File: src/logic/dip_pkg.sv
// Shared constants for the dual interface power select block.
package dip_pkg;
  // Register offsets on the two-wire serial register port.
  localparam logic [7:0] REG_OVR_SEL_ADDR = 8'h0f;
  localparam logic [7:0] REG_PWR_CTL_ADDR = 8'h14;
  localparam logic [7:0] REG_DET_STAT_ADDR = 8'h15;
  // Reset values of the writable registers.
  localparam logic [7:0] OVR_SEL_RESET = 8'h00;
  localparam logic [7:0] PWR_CTL_RESET = 8'h02;
  // Field positions in the override/select register.
  localparam int OVR_THRESH_MSB = 7;
  localparam int OVR_THRESH_LSB = 3;
  localparam int OVR_BIT = 2;
  localparam int SEL_BIT = 1;
  localparam int FMT_BIT = 0;
  // Field positions in the power control register.
  localparam int PWR_EN_BIT = 1;
  // Field positions in the detect status register.
  localparam int STAT_HSYNC_BIT = 7;
  localparam int STAT_GSYNC_BIT = 6;
  localparam int STAT_VSYNC_BIT = 5;
  localparam int STAT_LCLK_BIT = 4;
  localparam int STAT_DE_LOCK_BIT = 3;
  // Activity channel indices.
  localparam int CH_HSYNC = 0;
  localparam int CH_VSYNC = 1;
  localparam int CH_GSYNC = 2;
  localparam int CH_LCLK = 3;
  localparam int NUM_CH = 4;
  // Timing: activity timeout and pixel-valid run length.
  localparam longint CLK_HZ = 40000000;
  localparam longint TIMEOUT_MS = 100;
  localparam int TIMEOUT_CYC = int'((CLK_HZ * TIMEOUT_MS) / 1000);
  localparam int CNT_W = 22;
  localparam logic [5:0] DE_RUN_COUNT = 6'h20;
  // Power modes, one-hot.
  typedef enum logic [4:0] {
    MODE_ABS_PD = 5'h01,
    MODE_SEEK = 5'h02,
    MODE_DIGITAL = 5'h04,
    MODE_ANA_444 = 5'h08,
    MODE_ANA_422 = 5'h10
  } dip_mode_t;
endpackage

File: src/logic/dip_act_if.sv
// Interface joining one activity detector to the power selector.
interface dip_act_if;
  logic sig;
  logic run;
  logic active;
  modport det (input sig, input run, output active);
  modport user (output sig, output run, input active);
endinterface

File: src/logic/dip_activity_detect.sv
// Toggle watchdog that flags a sync or clock input as active.
module dip_activity_detect #(
  parameter int TIMEOUT = dip_pkg::TIMEOUT_CYC
) (
  input wire logic clk,
  input wire logic rst,
  dip_act_if.det ch
);
  logic prev_r;
  logic [dip_pkg::CNT_W-1:0] idle_cnt_r;
  logic active_r;
  logic toggle;

  // Any change of level counts as activity.
  assign toggle = ch.sig != prev_r;
  assign ch.active = active_r;

  // Previous level of the watched signal.
  always_ff @(posedge clk or posedge rst)
  begin
    if (rst)
      prev_r <= 1'b0;
    else
      prev_r <= ch.sig;
  end

  // Idle counter; it only runs while run is on and the channel is active, clears on a toggle or with run off, else holds.
  always_ff @(posedge clk or posedge rst)
  begin
    if (rst)
      idle_cnt_r <= '0;
    else if (!ch.run || toggle)
      idle_cnt_r <= '0;
    else if (active_r)
      idle_cnt_r <= idle_cnt_r + 1'b1;
  end

  // Active is set by a toggle and dropped once the idle time reaches the timeout.
  always_ff @(posedge clk or posedge rst)
  begin
    if (rst)
      active_r <= 1'b0;
    else if (!ch.run)
      active_r <= 1'b0;
    else if (toggle)
      active_r <= 1'b1;
    else if (idle_cnt_r == dip_pkg::CNT_W'(TIMEOUT - 1))
      active_r <= 1'b0;
  end
endmodule

File: src/logic/dip_power_select.sv
// Interface detection, active interface choice and power mode control.
module dip_power_select #(
  parameter int TIMEOUT_CYC = dip_pkg::TIMEOUT_CYC
) (
  input wire logic clk,
  input wire logic rst,
  input wire logic hsync_in,
  input wire logic vsync_in,
  input wire logic green_embedded_sync,
  input wire logic link_clk_in,
  input wire logic pixel_valid_flag,
  input wire logic [7:0] reg_addr,
  input wire logic reg_wr,
  input wire logic [7:0] reg_wdata,
  output logic [7:0] reg_rd_data,
  output logic [4:0] slicer_threshold,
  output logic [4:0] power_mode,
  output logic pwr_serial_bus,
  output logic pwr_link_clk_detect,
  output logic pwr_analog_detect,
  output logic pwr_green_slicer,
  output logic pwr_reference,
  output logic pwr_analog_path,
  output logic pwr_digital_path,
  output logic out_red_en,
  output logic out_green_en,
  output logic out_blue_en,
  output logic digital_video_locked
);
  // Writable registers and the read data register.
  logic [7:0] ovr_sel_r;
  logic [7:0] pwr_ctl_r;
  logic [7:0] rd_data_r;

  // Mode state and its next value.
  dip_pkg::dip_mode_t mode_r;
  dip_pkg::dip_mode_t mode_nxt;

  // Pixel-valid run detection for the second stage of digital detection.
  logic de_prev_r;
  logic [5:0] de_cnt_r;
  logic de_lock_r;

  // Power enables, all registered.
  logic pwr_link_det_r;
  logic pwr_ana_det_r;
  logic pwr_slicer_r;
  logic pwr_ref_r;
  logic pwr_ana_path_r;
  logic pwr_dig_path_r;
  logic red_en_r;
  logic green_en_r;
  logic blue_en_r;

  // Decoded control and detect terms.
  logic power_on;
  logic override_on;
  logic select_digital;
  logic format_422;
  logic [dip_pkg::NUM_CH-1:0] ch_sig;
  logic [dip_pkg::NUM_CH-1:0] ch_active;
  logic analog_detected;
  logic digital_detected;
  logic de_rise;

  // Field extraction used for the mode decision terms.
  function automatic logic reg_bit(input logic [7:0] val, input int pos);
    reg_bit = val[pos];
  endfunction

  // Picks the analog mode that matches the format bit.
  function automatic dip_pkg::dip_mode_t analog_mode(input logic fmt422);
    if (fmt422)
      analog_mode = dip_pkg::MODE_ANA_422;
    else
      analog_mode = dip_pkg::MODE_ANA_444;
  endfunction

  assign power_on = reg_bit(pwr_ctl_r, dip_pkg::PWR_EN_BIT);
  assign override_on = reg_bit(ovr_sel_r, dip_pkg::OVR_BIT);
  assign select_digital = reg_bit(ovr_sel_r, dip_pkg::SEL_BIT);
  assign format_422 = reg_bit(ovr_sel_r, dip_pkg::FMT_BIT);

  // Watched inputs, one per activity channel.
  assign ch_sig[dip_pkg::CH_HSYNC] = hsync_in;
  assign ch_sig[dip_pkg::CH_VSYNC] = vsync_in;
  assign ch_sig[dip_pkg::CH_GSYNC] = green_embedded_sync;
  assign ch_sig[dip_pkg::CH_LCLK] = link_clk_in;

  // One watchdog per channel. They run on the power enable bit, which is set in every mode except
  // absolute power-down, so the link clock watchdog keeps going with the digital path off.
  dip_act_if act_ch [dip_pkg::NUM_CH] ();
  genvar gi;
  generate
    for (gi = 0; gi < dip_pkg::NUM_CH; gi++)
    begin : g_ch
      assign act_ch[gi].sig = ch_sig[gi];
      assign act_ch[gi].run = power_on;
      assign ch_active[gi] = act_ch[gi].active;
      dip_activity_detect #(
        .TIMEOUT(TIMEOUT_CYC)
      ) u_det (
        .clk(clk),
        .rst(rst),
        .ch(act_ch[gi])
      );
    end
  endgenerate

  // Any one analog sync counts; the digital side trusts the link clock alone.
  assign analog_detected = ch_active[dip_pkg::CH_HSYNC] |
                           ch_active[dip_pkg::CH_VSYNC] |
                           ch_active[dip_pkg::CH_GSYNC];
  assign digital_detected = ch_active[dip_pkg::CH_LCLK];

  // Mode decision, in priority order: power-down, override, automatic.
  always_comb
  begin
    mode_nxt = dip_pkg::MODE_SEEK;
    if (!power_on)
      mode_nxt = dip_pkg::MODE_ABS_PD;
    else if (override_on)
    begin
      if (select_digital)
        mode_nxt = dip_pkg::MODE_DIGITAL;
      else
        mode_nxt = analog_mode(format_422);
    end
    else if (analog_detected && digital_detected)
    begin
      if (select_digital)
        mode_nxt = dip_pkg::MODE_DIGITAL;
      else
        mode_nxt = analog_mode(format_422);
    end
    else if (digital_detected)
      mode_nxt = dip_pkg::MODE_DIGITAL;
    else if (analog_detected)
      mode_nxt = analog_mode(format_422);
    else
      mode_nxt = dip_pkg::MODE_SEEK;
  end

  // Mode register; one cycle behind the detect and control inputs.
  always_ff @(posedge clk or posedge rst)
  begin
    if (rst)
      mode_r <= dip_pkg::MODE_SEEK;
    else
      mode_r <= mode_nxt;
  end

  // Power enables per mode. Each process sees the same mode so the set stays consistent.
  always_ff @(posedge clk or posedge rst)
  begin
    if (rst)
    begin
      pwr_link_det_r <= 1'b1;
      pwr_ana_det_r <= 1'b1;
      pwr_slicer_r <= 1'b1;
      pwr_ref_r <= 1'b0;
      pwr_ana_path_r <= 1'b0;
      pwr_dig_path_r <= 1'b0;
      red_en_r <= 1'b0;
      green_en_r <= 1'b0;
      blue_en_r <= 1'b0;
    end
    else
    begin
      case (mode_nxt)
        dip_pkg::MODE_ABS_PD:
        begin
          pwr_link_det_r <= 1'b0;
          pwr_ana_det_r <= 1'b0;
          pwr_slicer_r <= 1'b0;
          pwr_ref_r <= 1'b0;
          pwr_ana_path_r <= 1'b0;
          pwr_dig_path_r <= 1'b0;
          red_en_r <= 1'b0;
          green_en_r <= 1'b0;
          blue_en_r <= 1'b0;
        end
        dip_pkg::MODE_SEEK:
        begin
          pwr_link_det_r <= 1'b1;
          pwr_ana_det_r <= 1'b1;
          pwr_slicer_r <= 1'b1;
          pwr_ref_r <= 1'b0;
          pwr_ana_path_r <= 1'b0;
          pwr_dig_path_r <= 1'b0;
          red_en_r <= 1'b0;
          green_en_r <= 1'b0;
          blue_en_r <= 1'b0;
        end
        dip_pkg::MODE_DIGITAL:
        begin
          pwr_link_det_r <= 1'b1;
          pwr_ana_det_r <= 1'b1;
          pwr_slicer_r <= 1'b1;
          pwr_ref_r <= 1'b1;
          pwr_ana_path_r <= 1'b0;
          pwr_dig_path_r <= 1'b1;
          red_en_r <= 1'b1;
          green_en_r <= 1'b1;
          blue_en_r <= 1'b1;
        end
        dip_pkg::MODE_ANA_444:
        begin
          pwr_link_det_r <= 1'b1;
          pwr_ana_det_r <= 1'b1;
          pwr_slicer_r <= 1'b1;
          pwr_ref_r <= 1'b1;
          pwr_ana_path_r <= 1'b1;
          pwr_dig_path_r <= 1'b0;
          red_en_r <= 1'b1;
          green_en_r <= 1'b1;
          blue_en_r <= 1'b1;
        end
        dip_pkg::MODE_ANA_422:
        begin
          pwr_link_det_r <= 1'b1;
          pwr_ana_det_r <= 1'b1;
          pwr_slicer_r <= 1'b1;
          pwr_ref_r <= 1'b1;
          pwr_ana_path_r <= 1'b1;
          pwr_dig_path_r <= 1'b0;
          red_en_r <= 1'b1;
          green_en_r <= 1'b1;
          blue_en_r <= 1'b0;
        end
        default:
        begin
          pwr_link_det_r <= 1'b1;
          pwr_ana_det_r <= 1'b1;
          pwr_slicer_r <= 1'b1;
          pwr_ref_r <= 1'b0;
          pwr_ana_path_r <= 1'b0;
          pwr_dig_path_r <= 1'b0;
          red_en_r <= 1'b0;
          green_en_r <= 1'b0;
          blue_en_r <= 1'b0;
        end
      endcase
    end
  end

  // Rising edges of the pixel-valid flag mark one data-enable period each.
  assign de_rise = pixel_valid_flag && !de_prev_r;

  // Previous pixel-valid level; it is only meaningful while the digital path is up.
  always_ff @(posedge clk or posedge rst)
  begin
    if (rst)
      de_prev_r <= 1'b0;
    else
      de_prev_r <= pixel_valid_flag;
  end

  // Second detection stage. The run restarts whenever the link clock is lost or the
  // digital path drops, so only an unbroken run of periods completes detection.
  always_ff @(posedge clk or posedge rst)
  begin
    if (rst)
      de_cnt_r <= 6'h00;
    else if (mode_nxt != dip_pkg::MODE_DIGITAL || !digital_detected)
      de_cnt_r <= 6'h00;
    else if (de_rise && de_cnt_r != dip_pkg::DE_RUN_COUNT)
      de_cnt_r <= de_cnt_r + 6'h01;
  end

  // Lock flag. It follows the mode decision, not the registered path enable, so it drops
  // on the same edge as the digital path and never outlives it.
  always_ff @(posedge clk or posedge rst)
  begin
    if (rst)
      de_lock_r <= 1'b0;
    else if (mode_nxt != dip_pkg::MODE_DIGITAL || !digital_detected)
      de_lock_r <= 1'b0;
    else if (de_cnt_r == dip_pkg::DE_RUN_COUNT)
      de_lock_r <= 1'b1;
  end

  // Register writes. Status is read-only, so writes to it and unmapped offsets are dropped.
  always_ff @(posedge clk or posedge rst)
  begin
    if (rst)
      ovr_sel_r <= dip_pkg::OVR_SEL_RESET;
    else if (reg_wr && reg_addr == dip_pkg::REG_OVR_SEL_ADDR)
      ovr_sel_r <= reg_wdata;
  end

  always_ff @(posedge clk or posedge rst)
  begin
    if (rst)
      pwr_ctl_r <= dip_pkg::PWR_CTL_RESET;
    else if (reg_wr && reg_addr == dip_pkg::REG_PWR_CTL_ADDR)
      pwr_ctl_r <= reg_wdata;
  end

  // Read data follows the address by one cycle; unmapped offsets read as zero.
  always_ff @(posedge clk or posedge rst)
  begin
    if (rst)
      rd_data_r <= 8'h00;
    else
    begin
      case (reg_addr)
        dip_pkg::REG_OVR_SEL_ADDR:
          rd_data_r <= ovr_sel_r;
        dip_pkg::REG_PWR_CTL_ADDR:
          rd_data_r <= pwr_ctl_r;
        dip_pkg::REG_DET_STAT_ADDR:
        begin
          rd_data_r <= 8'h00;
          rd_data_r[dip_pkg::STAT_HSYNC_BIT] <= ch_active[dip_pkg::CH_HSYNC];
          rd_data_r[dip_pkg::STAT_GSYNC_BIT] <= ch_active[dip_pkg::CH_GSYNC];
          rd_data_r[dip_pkg::STAT_VSYNC_BIT] <= ch_active[dip_pkg::CH_VSYNC];
          rd_data_r[dip_pkg::STAT_LCLK_BIT] <= ch_active[dip_pkg::CH_LCLK];
          rd_data_r[dip_pkg::STAT_DE_LOCK_BIT] <= de_lock_r;
        end
        default:
          rd_data_r <= 8'h00;
      endcase
    end
  end

  // Outputs. The serial bus is never switched off, even in absolute power-down.
  assign reg_rd_data = rd_data_r;
  assign slicer_threshold = ovr_sel_r[dip_pkg::OVR_THRESH_MSB:dip_pkg::OVR_THRESH_LSB];
  assign power_mode = mode_r;
  assign pwr_serial_bus = 1'b1;
  assign pwr_link_clk_detect = pwr_link_det_r;
  assign pwr_analog_detect = pwr_ana_det_r;
  assign pwr_green_slicer = pwr_slicer_r;
  assign pwr_reference = pwr_ref_r;
  assign pwr_analog_path = pwr_ana_path_r;
  assign pwr_digital_path = pwr_dig_path_r;
  assign out_red_en = red_en_r;
  assign out_green_en = green_en_r;
  assign out_blue_en = blue_en_r;
  assign digital_video_locked = de_lock_r;
endmodule

File: config.mk
export PLATFORM = sky130hd
export DESIGN_NAME = dip_power_select
export DESIGN_NICKNAME = d
export VERILOG_FILES = /design/src/logic/dip_pkg.sv /design/src/logic/dip_act_if.sv /design/src/logic/dip_activity_detect.sv /design/src/logic/dip_power_select.sv
export SDC_FILE = /design/constraint.sdc
export NUM_CORES = 1
export LEC_CHECK = 0
export BUFFER_PORTS_ARGS = -buffer_cell sky130_fd_sc_hd__buf_2
export CAP_MARGIN = 25
export CORE_ASPECT_RATIO = 0.75
export CORE_UTILIZATION = 55
export CTS_CLUSTER_DIAMETER = 80
export DETAILED_ROUTE_END_ITERATION = 7
export PLACE_DENSITY = 0.77
export SYNTH_ARGS = -nofsm -noshare
export SYNTH_HDL_FRONTEND = slang
export SYNTH_HIERARCHICAL = 1
export SYNTH_SLANG_ARGS = --single-unit
File: constraint.sdc
create_clock -name clk -period 4.9 [get_ports clk]
set_input_delay 0.98 -clock clk [delete_from_list [all_inputs] [get_ports clk]]
set_output_delay 0.98 -clock clk [all_outputs]
set_load 0.05 [all_outputs]
# [Word-level counts from Yosys, hierarchy flattened]
# Cells that the tools add are included.
[totals] word_cells=112 register_bits=138 out_inout_bits=29
[classes] n_reduce_logical=22 eq_ne=22 add_sub_neg=5 bitwise_logic=2 n_mux=37
[op_table] operator="22-bit 2-to-1 mux" n=8
[op_table] operator="22-bit by 1-bit adder with 22-bit output (second input constant)" n=4
[op_table] operator="22-bit equality test (second input constant)" n=4
[op_table] operator="5-bit 2-to-1 mux" n=7
[op_table] operator="8-bit case mux with 3 select lines" n=1
[op_table] operator="1-bit 2-to-1 mux" n=19
[op_table] operator="8-bit by 5-bit equality test with 1-bit output (second input constant)" n=2
[op_table] operator="6-bit 2-to-1 mux" n=2
[op_table] operator="3-bit by 1-bit != test with 1-bit output (second input constant)" n=4
[op_table] operator="2-bit nonzero test" n=6
[op_table] operator="8-bit by 4-bit equality test with 1-bit output (second input constant)" n=1
[op_table] operator="6-bit by 1-bit adder with 6-bit output (second input constant)" n=1
[op_table] operator="6-bit equality test (second input constant)" n=1
[op_table] operator="6-bit != test (second input constant)" n=1
[op_table] operator="5-bit by 1-bit equality test with 1-bit output (second input constant)" n=1
[op_table] operator="5-bit by 3-bit equality test with 1-bit output (second input constant)" n=1
[op_table] operator="5-bit by 4-bit equality test with 1-bit output (second input constant)" n=1
[op_table] operator="5-bit equality test (second input constant)" n=1
[op_table] operator="1-bit logical AND" n=5
[op_table] operator="1-bit logical OR" n=5
[op_table] operator="5-bit by 3-bit != test with 1-bit output (second input constant)" n=1
[op_table] operator="1-bit != test" n=4
[op_table] operator="2-bit OR reduction" n=2
[op_table] operator="1-bit zero test" n=3
[op_table] operator="other kinds (2)" n=3

# [Depth between registers and ports, before layout]
# Gate-level depths: netlist (run 1).
[depth] ltp_word=10 depth_mapped=6 depth_no_buf=5

# [Modules after synthesis]
# The synthesis (run 1) kept the hierarchy.
[by_module_without_submodules] module="dip_activity_detect" cells_each=130 area_each_um2=1233.7 n_inst=4 seq_area_each_um2=600.6
[by_module_without_submodules] module="dip_power_select" cells_each=152 area_each_um2=1904.3 n_inst=1 seq_area_each_um2=1054.8

# [Worst setup path after synthesis (run 1)]
# Ideal clock, no wire load.
[synth_path] path_kind="in2reg" startpoint="input reg_addr[5]" endpoint="register ovr_sel_r[0]" cell_stages=4 path_slack_ns=2.802 t_arrival_ns=1.974 setup_ns=0.125 n_path_buf=1 path_cell_list="nor4b_4 > and3_1 > buf_4 > mux2_2"
[synth_via] elab_chain_cells=2
[synth_lines] element="start, declared" line_no="dip_power_select.sv:12" rtl="input wire logic [7:0] reg_addr,"
[synth_lines] element="8-bit by 4-bit equality test with 1-bit output" line_no="dip_power_select.sv:288" rtl="else if (reg_wr && reg_addr == dip_pkg::REG_OVR_SEL_ADDR)"
[synth_lines] element="1-bit logical AND" line_no="dip_power_select.sv:288"
[synth_lines] element="end signal, assigned" line_no="dip_power_select.sv:287" rtl="ovr_sel_r <= dip_pkg::OVR_SEL_RESET;"
[synth_lines] element="end signal, assigned" line_no="dip_power_select.sv:289" rtl="ovr_sel_r <= reg_wdata;"
[synth_lines] element="end, declared" line_no="dip_power_select.sv:31" rtl="logic [7:0] ovr_sel_r;"
# No other way between the ends.
# A chain may end at the register's enable or synchronous reset.

# [Final worst setup path (run 1)]
[layout_path] startpoint="register g_ch[3].u_det.active_r" endpoint="register g_ch[3].u_det/idle_cnt_r[21] in the netlist's numbering"
[layout_via] elab_chain_cells=1
[layout_lines] element="start, declared" line_no="dip_activity_detect.sv:11" rtl="logic active_r;"
[layout_lines] element="start signal, assigned" line_no="dip_activity_detect.sv:42" rtl="active_r <= 1'b0;"
[layout_lines] element="start signal, assigned" line_no="dip_activity_detect.sv:44" rtl="active_r <= 1'b0;"
[layout_lines] element="start signal, assigned" line_no="dip_activity_detect.sv:46" rtl="active_r <= 1'b1;"
[layout_lines] element="2-bit nonzero test (no source line)"
[layout_lines] element="end signal, assigned" line_no="dip_activity_detect.sv:35" rtl="idle_cnt_r <= idle_cnt_r + 1'b1;"
[layout_lines] element="end, declared" line_no="dip_activity_detect.sv:10" rtl="logic [dip_pkg::CNT_W-1:0] idle_cnt_r;"
# No other way between the ends.

==> metrics, run 1 <==
top flip-flop cell by instance count after synthesis dfrtp_1; number of port buffers 51; maximum fanout count along the critical path 16; unrepaired setup endpoints after global routing no; clock skew after layout 7.19 ps; number of global-route vias before repair 4981; post-route setup TNS 0 ps; warnings from Yosys 6; EDFF count, synth 0; setup repair bufs after CTS 0; detailed-route wire length per cell 16.3 um; largest net degree at the start of global routing 43; final setup slack of the worst path 2520 ps; Clock Root Buffer clkbuf_16; Routed WL 14400 um; fmax 0.420 GHz; Min Clock Period, post-route 2380 ps; clock insertion delay at the later pin of the skew report 420 ps; WHS Path Cells 1; antenna violations before repair 0; Slew HR 0.397; Worst Max-Slew Pin Slew 904 ps; count of final max-slew check failures 0; total of fill cells in the finished design 874; I/O pins 53; number of nets in the synthesized netlist 702; worst setup path category reg -> reg; growth of design area from synthesis to finish 12.3%; mean cell area of the mapped netlist 10.2 um^2; number of instances resized during post-cts repair 0; gate count of the mapped netlist 672; first-pass detailed-route iteration total 5; DRC violation count after routing 0; Async S/R FF share, synth 1.00; Row Count 34; fin nets 738; launching element type of the critical path flop; Antenna Cells 0; clock tree from TritonCTS built; Setup Slack @ Placement 2100 ps; maximum number of buffers from clock root to sink 2; post-synthesis register bit count 138; HPWL reported at the end of detailed placement 9980 um; Die ar. 12900 um^2; Yosys top cell area share 0.494; proportion of layout cells with a drive suffix above 1 0.181; post-CTS clock slew at the launch and capture registers of the worst setup and hold paths 50 ps; first-pass GRT wire length 24300 um; clk sink count 138; Synth cell types 56; fraction of the yosys area taken by sequential cells 0.505; Core Region 11900 um^2; Die X 131 um; post-route worst hold slack 504 ps; gr usage total 0.243; initial cell density of the core 0.576; final hold violation count 0; global-route congestion overflow total 0; depth of the worst register-to-register path 4; power per standard cell area 319 nW/um^2; status complete, no violations; final count of negative-setup-slack endpoints 0; IR drop worst, VDD 0.251 mV; post-route ant nets 0; final cycle utilization of the critical path 0.486; count of vias placed by the detailed router 5281; Vias/cell 6.00; mapped cell area 6840 um^2; count of hold-fix buffers inserted at cts 0; clock buffers created by TritonCTS 17; DRC marker count from the first detailed-route iteration 544; vertical die dimension 98.6 um; reported max-cap violation count 0; cell with the most instances after synthesis dfrtp_1; leakage power 3.19 nW; cell type with the largest total area after synthesis dfrtp_1; WP data arrival 2710 ps; Final Wtd Congestion 0.852; type of element capturing the critical path flop; number of levels the H-tree was split into 4; min-delay worst type reg -> reg; largest cells by area after synthesis dfrtp_1 (49%), xnor2_1 (4.6%), nor2_1 (4.0%); worst path required time 5230 ps; cell types with the highest counts after synthesis dfrtp_1 (135), nor2_1 (72), nand2_1 (55)
-- per-stage QoR --
step	cells	instance area [um^2]	util	power, mW
2_1_floorplan	672	6840	-	1.25
3_3_place_gp	850	7120	0.600	1.28
3_5_place_dp	850	7120	0.600	1.29
4_1_cts	879	7660	0.645	2.47
5_1_grt	880	7680	0.647	2.54
6_report	880	7680	0.647	2.45
-- state kept, by name, indices dropped and copies added, names as in the netlist, 4 cells and up --
register and flops:
de_cnt_r 6, g_ch.u_det/ch.active 4, g_ch.u_det/idle_cnt_r 88, g_ch.u_det/prev_r 4
ovr_sel_r 8, power_mode 5, pwr_ctl_r 8, reg_rd_data 8
-- cell type report --
type / instances / area [um^2] / area share
well taps: 162 / 203 / 0.0264
repair buffers: 53 / 290 / 0.0378
clock buffers: 21 / 440 / 0.0573
inverters: 18 / 67.6 / 0.00879
flip-flops and latches: 138 / 3460 / 0.450
multi-input cells: 480 / 3130 / 0.407
clock inverters: 8 / 98.8 / 0.0129
-- where the power goes --
group / leakage [nW] / internal, mW / switching [mW]
combinational: 1.03 / 0.0283 / 0.0709
clock: 0.259 / 0.738 / 0.447
sequential: 1.90 / 1.15 / 0.0147
-- cells by family (layout without fill, tap and decap cells) --
family	after synthesis	after routing	synth area share
mux	21	21	0.0337
compound gates	101	101	0.0929
simple gates	299	299	0.252
other cells	1	1	0.000548
flops	138	138	0.505
buf+inv	54	100	0.0373
xor+xnor	52	52	0.0666
fa+ha+maj	6	6	0.0110
-- layout by cell type, fill, tap and decap left out, types with 5 or more instances in the layout --
master,synthesis,layout
mux2_2,16,16
or4_1,13,13
nand4_2,5,5
a21oi_1,37,37
nor2_1,72,72
xnor2_1,36,36
nor4_1,16,16
or3_1,14,14
o21ai_0,27,27
and3_1,11,11
xor2_1,16,16
clkbuf_16,0,17
buf_2,9,51
ha_1,6,6
inv_1,18,18
nand3_1,35,35
dfrtp_1,135,135
o31ai_1,5,5
or4_4,5,5
and2_1,5,5
and4_1,6,6
mux2i_1,5,5
nand4_1,14,14
nor3_1,13,13
nand2_1,55,55
or3_2,8,8
-- worst paths after layout --
check	from	end	slack (ps)
setup / recovery	g_ch[3].u_det/ch.active	g_ch[3].u_det/idle_cnt_r[21]	2520
hold / removal	pwr_ctl_r[4]	reg_rd_data[4]	500
setup reg to reg	g_ch[3].u_det/ch.active	g_ch[3].u_det/idle_cnt_r[21]	2520
hold reg to reg	pwr_ctl_r[4]	reg_rd_data[4]	500
max in group asynchronous	rst	g_ch[0].u_det/idle_cnt_r[14]	3510
min in group asynchronous	rst	g_ch[2].u_det/idle_cnt_r[11]	690
-- per-layer routing --
layer | vias to the layer above | wire length, um | share of wire | GRT usage
met5 | - | 0 | 0 | 0
met1 | 2567 | 6720 | 0.47 | 0.342
met2 | 200 | 6600 | 0.46 | 0.370
li1 | 2494 | - | - | -
met3 | 20 | 811 | 0.056 | 0.0527
met4 | 0 | 231 | 0.016 | 0.0893
-- worst max-delay path, stage by stage (launching register included) --
cell and delay [ps]:
dfrtp_1 710, nand3_1 280, or4_1 710, or4_1 510, o21ai_0 90
Note: power is estimated with default switching activity, not from simulation.
==> run 2, diff against run 1 <==
--- a/config.mk
+++ b/config.mk
@@ -8,10 +8,10 @@
 export BUFFER_PORTS_ARGS = -buffer_cell sky130_fd_sc_hd__buf_2
 export CAP_MARGIN = 25
 export CORE_ASPECT_RATIO = 0.75
-export CORE_UTILIZATION = 55
+export CORE_UTILIZATION = 54
 export CTS_CLUSTER_DIAMETER = 80
 export DETAILED_ROUTE_END_ITERATION = 7
-export PLACE_DENSITY = 0.77
+export PLACE_DENSITY = 0.79
 export SYNTH_ARGS = -nofsm -noshare
 export SYNTH_HDL_FRONTEND = slang
 export SYNTH_HIERARCHICAL = 1
==> constraint.sdc (replaced) <==
create_clock -name clk -period 1.9 [get_ports clk]
set_input_delay 0.38 -clock clk [delete_from_list [all_inputs] [get_ports clk]]
set_output_delay 0.38 -clock clk [all_outputs]
set_load 0.05 [all_outputs]
==> run 2 against run 1 <==
Die area up 1.8%; sequential power rose to 2.6 times the previous value; global-route usage grew 2.3 points; critical path type unchanged; cell area increased by 9.2%; largest power group unchanged; clock skew rose by 2.8 ps; sequential share of layout area is 3.8 points lower; critical path depth rose by 1; maximum frequency up 26%; core utilization rose by 3.4 points.
==> metrics, run 2 (synthesized netlist as in run 1, its figures left out) <==
status complete, no violations; Antenna Cells 0; Total Power 6.51 mW; proportion of layout cells with a drive suffix above 1 0.291; unrepaired setup endpoints after global routing yes; reported max-cap violation count 0; fmax 0.528 GHz; met1 Usage GRT 0.361; final count of negative-setup-slack endpoints 0; Row Count 35; crit path cell chain ha_2 > nand4_2 > or4_4 > or4_4 > a21oi_2; max FFs per register 88; most frequent cells in the layout dfrtp_1 (133), buf_4 (75), nor2_1 (72); most used cell, CP or4_4; count of final max-slew check failures 0; final cycle utilization of the critical path 0.997; gr usage total 0.266; layer carrying the most global-route usage met2; met2 track demand over resource 0.418; Min Clock Period, post-route 1890 ps; Die X 132 um; worst path required time 2250 ps; fin nets 813; growth of design area from synthesis to finish 22.7%; post-route ant nets 0; Top Family by Delay on Critical Path simple AND/OR/NAND/NOR gates; WHS Path Cells 1; worst setup path category reg -> reg; vertical die dimension 99.5 um; launching element type of the critical path flop; clock tree from TritonCTS built; maximum number of buffers from clock root to sink 2; count of vias placed by the detailed router 5711; clk sink count 138; first-pass detailed-route iteration total 6; Slew HR 0.509; first-pass GRT wire length 27400 um; most common cell after layout, fill and taps aside dfrtp_1; most flop-heavy register g_ch.u_det/idle_cnt_r; post-CTS clock slew at the launch and capture registers of the worst setup and hold paths 60 ps; initial cell density of the core 0.556; IR drop worst, VDD 0.634 mV; clock insertion delay at the later pin of the skew report 420 ps; Worst Max-Slew Pin Slew 732 ps; DRC violation count after routing 0; type of element capturing the critical path flop; depth of the worst register-to-register path 5; maximum single-stage delay on the critical path 550 ps; antenna violations before repair 0; Slowest cell on crit path or4_4; met3 GRT Util 0.0556; I/O pins 53; leakage power 3.58 nW; Clock Root Buffer clkbuf_16; Core Region 12300 um^2; Worst Path Buf+Inv 0; final hold violation count 0; DRC marker count from the first detailed-route iteration 517; clock buffers created by TritonCTS 17; Routed WL 16400 um; number of global-route vias before repair 5505; power per standard cell area 776 nW/um^2; HPWL reported at the end of detailed placement 11000 um; WP data arrival 2240 ps; Die ar. 13100 um^2; largest net degree at the start of global routing 25; Final Wtd Congestion 0.883; min-delay worst type in -> reg; maximum fanout count along the critical path 6; Vias/cell 5.94; post-route setup TNS 0 ps; global-route congestion overflow total 0; number of port buffers 51; clock skew after layout 9.95 ps; path length in cells of the critical path 5; number of levels the H-tree was split into 4; detailed-route wire length per cell 17.1 um
-- run 2: path summary, 6_finish.rpt --
check	from	end	slack, ps
min reg2reg	pwr_ctl_r[3]	reg_rd_data[3]	500
max in group asynchronous	rst	power_mode[1]	710
min in group asynchronous	rst	g_ch[3].u_det/prev_r	410
max	g_ch[0].u_det/idle_cnt_r[1]	g_ch[0].u_det/idle_cnt_r[20]	6
max reg2reg	g_ch[0].u_det/idle_cnt_r[1]	g_ch[0].u_det/idle_cnt_r[20]	6
min	green_embedded_sync	g_ch[2].u_det/prev_r	90
-- run 2: through the flow --
step / hold slack (ps) / util / setup WS, ps / cells / area, um^2
3_3_place_gp: 290 / 0.618 / 31.3 / 916 / 7600
5_1_grt: 79.9 / 0.682 / -41.5 / 962 / 8390
4_1_cts: 78.5 / 0.673 / -49.6 / 957 / 8280
6_report: 90.0 / 0.682 / 6.16 / 962 / 8390
2_1_floorplan: 395 / - / -5.88 / 672 / 6860
3_5_place_dp: 291 / 0.618 / -100 / 916 / 7600
-- run 2: worst register-to-register path: cells and delay by family (launching register included) --
kind	cells	cell delay, ps
compound gates	1	130
flops	1	380
fa+ha+maj	1	200
simple gates	3	1120
-- run 2: power breakdown --
group,total [mW],internal (mW),switching [mW]
logic,0.300,0.0958,0.204
clock network,3.21,1.85,1.36
registers,3.00,2.97,0.0283
-- run 2: layout make-up --
type | count | area (um^2)
fill | 880 | 3920
tap | 166 | 208
multi-input combinational | 480 | 3230
clock inverter | 15 | 151
timing repair buffer | 128 | 848
clock buffer | 17 | 425
sequential | 138 | 3460
inverter | 18 | 67.6
-- run 2: what timing repair did --
action                                  CTS  global route
hold buffers                              1             0
endpoints found under the setup margin   11            15
gates resized for setup                   9            19
cloned                                    0             0
buffers inserted                          8             5
endpoints found under the hold margin     1             0
pin swaps                                 5            17
-- run 2: routing by layer --
metal  up-vias  part of all wire
li1       2647                 -
met1      2819              0.44
met2       211              0.48
met3        34             0.056
met4         0             0.023
met5         -                 0
==> run 3, diff against run 2 <==
--- a/config.mk
+++ b/config.mk
@@ -8,6 +8,7 @@
 export BUFFER_PORTS_ARGS = -buffer_cell sky130_fd_sc_hd__buf_2
 export CAP_MARGIN = 25
 export CORE_ASPECT_RATIO = 0.75
+export CORE_MARGIN = 2
 export CORE_UTILIZATION = 54
 export CTS_CLUSTER_DIAMETER = 80
 export DETAILED_ROUTE_END_ITERATION = 7
==> run 3 against run 2 <==
The run now ends with negative setup slack left; maximum frequency shrank 0.62%; critical path type unchanged; largest power group unchanged; sequential power is essentially flat; combinational power shrank 2%; clock skew is essentially flat.
==> metrics, run 3 (synthesized netlist as in run 1, its figures left out) <==
status finished, violations left; violations in the final reports negative setup slack; power per standard cell area 798 nW/um^2; clock skew after layout 9.94 ps; relative contribution of sequential cells to total power 0.442; launch point of the worst reg-to-reg path g_ch[2].u_det/idle_cnt_r[0]; number of port buffers 51; Antenna Cells 0; global-route congestion overflow total 0; gr usage total 0.257; final cycle utilization of the critical path 1.00; Slew HR 0.626; fin nets 820; worst path required time 2240 ps; Final Wtd Congestion 0.853; maximum number of buffers from clock root to sink 2; cell-internal power 5.27 mW; switching power 1.51 mW; Row Count 35; DRC violation count after routing 0; clock buffers created by TritonCTS 17; final count of negative-setup-slack endpoints 1; depth of the worst register-to-register path 5; min-delay worst type in -> async; proportion of power drawn by combinational gates 0.044; Die X 134 um; crit path cell chain ha_2 > nand4_2 > or4_4 > or4_1 > a21oi_1; launching element type of the critical path flop; number of global-route vias before repair 5721; Slowest cell on crit path or4_1; first-pass detailed-route iteration total 5; unrepaired setup endpoints after global routing yes; path length in cells of the critical path 5; antenna violations before repair 0; Min Clock Period, post-route 1910 ps; detailed-route wire length per cell 17.5 um; total of fill cells in the finished design 831; count of vias placed by the detailed router 5782; area of placed instances 7630 um^2; leakage power 3.64 nW; first-pass GRT wire length 27500 um; vertical die dimension 101 um; clk sink count 138; maximum single-stage delay on the critical path 510 ps; most flop-heavy register g_ch.u_det/idle_cnt_r; largest net degree at the start of global routing 43; reported max-cap violation count 0; DRC marker count from the first detailed-route iteration 502; clock tree from TritonCTS built; final setup slack of the worst path -5.75 ps; growth of design area from synthesis to finish 24.2%; post-route ant nets 0; number of levels the H-tree was split into 4; most common cell after layout, fill and taps aside dfrtp_1; Clock Root Buffer clkbuf_16; CP Launch Point g_ch[2].u_det/idle_cnt_r[0]; Worst R2R Setup Slack -6 ps; Top Family by Delay on Critical Path simple AND/OR/NAND/NOR gates; Total Power 6.78 mW; most frequent cells in the layout dfrtp_1 (131), buf_4 (83), nor2_1 (72); clock group share of total power 0.514; count of hold-fix buffers inserted at cts 0; Worst Max-Slew Pin Slew 556 ps; final hold violation count 0; type of element capturing the critical path flop; max FFs per register 88; Die ar. 13600 um^2; I/O pins 53; post-CTS clock slew at the launch and capture registers of the worst setup and hold paths 60 ps; Vias/cell 5.97; initial cell density of the core 0.556; FF+latch area 3460 um^2; Worst Path Buf+Inv 0; Core Region 12300 um^2; proportion of layout cells with a drive suffix above 1 0.301; final core utilization 0.690; fmax 0.525 GHz; WP data arrival 2250 ps; destination of the worst register-to-register timing path g_ch[2].u_det/idle_cnt_r[20]; count of final max-slew check failures 0; switch share 0.223; IR drop worst, VDD 0.643 mV; worst setup path category reg -> reg; HPWL reported at the end of detailed placement 11200 um; maximum fanout count along the critical path 6; endpoint of the worst setup timing path g_ch[2].u_det/idle_cnt_r[20]; final non-filler cell area 8500 um^2; clock insertion delay at the later pin of the skew report 420 ps; Routed WL 17000 um; multi-input logic area 3240 um^2
[run 3: changes by cell type in the layout (fill, tap and decap cells not counted), sizes merged]
| cell | before | now |
|---|---|---|
| dlygate4sd3 | 1 | 0 |
| bufinv | 1 | 4 |
| buf | 127 | 135 |
| clkbuf | 17 | 19 |
| inv | 26 | 21 |
[run 3: stage by stage]
step           TNS, ps  cells  setup slack (ps)  hold slack, ps
6_report         -5.75    969             -5.75            46.5
5_1_grt           -154    969             -58.7            77.1
4_1_cts          -17.7    963             -17.7            62.7
3_5_place_dp     -61.2    920             -21.4             489
3_3_place_gp         0    920              22.3             480
2_1_floorplan    -16.5    672             -5.88             395
[run 3: power groups by stage]
stage / Combinational (mW) / Clock [mW] / Sequential (mW)
after floorplan: 0.181 / 0 / 3.06
after global placement: 0.282 / 0 / 3.05
after detailed placement: 0.291 / 0 / 3.05
after CTS: 0.296 / 3.51 / 3.00
after global routing: 0.319 / 3.66 / 3.00
final: 0.295 / 3.49 / 3.00
[run 3: worst min path at each step]
stage            startpoint                            to  slack, ps  cells past startpoint
2_1_floorplan           rst       g_ch[0].u_det/ch.active        390                      1
3_3_place_gp   pwr_ctl_r[0]                reg_rd_data[0]        480                      1
3_5_place_dp   pwr_ctl_r[0]                reg_rd_data[0]        490                      1
4_1_cts                 rst  g_ch[2].u_det/idle_cnt_r[13]         60                      3
5_1_grt                 rst  g_ch[1].u_det/idle_cnt_r[20]         80                      3
6_report                rst  g_ch[0].u_det/idle_cnt_r[19]         50                      3
[run 3: cell type report]
class	count	share of cell area
Multi-Input combinational cell	480	0.381
Tap cell	166	0.0244
Clock buffer	19	0.0509
Sequential cell	138	0.407
Clock inverter	13	0.0227
Timing Repair Buffer	135	0.106
Inverter	18	0.00795
[run 3: routing by layer]
layer,share of wire,track usage,vias up
met3,0.060,0.0606,29
met5,0,0,-
met1,0.43,0.332,2860
met2,0.49,0.428,245
li1,-,-,2648
met4,0.018,0.0941,0
[run 3: worst reg2reg max path, delay by kind of cell, from the launching register on]
family	cells	cell delay [ps]
simple gates	3	1100
flops	1	380
fa+ha+maj	1	210
compound gates	1	140
[run 3: repair_timing]
item	in CTS	in global routing
setup buffers	11	6
endpoints found under the setup margin	5	20
resized for setup	4	26
pin swaps	3	11
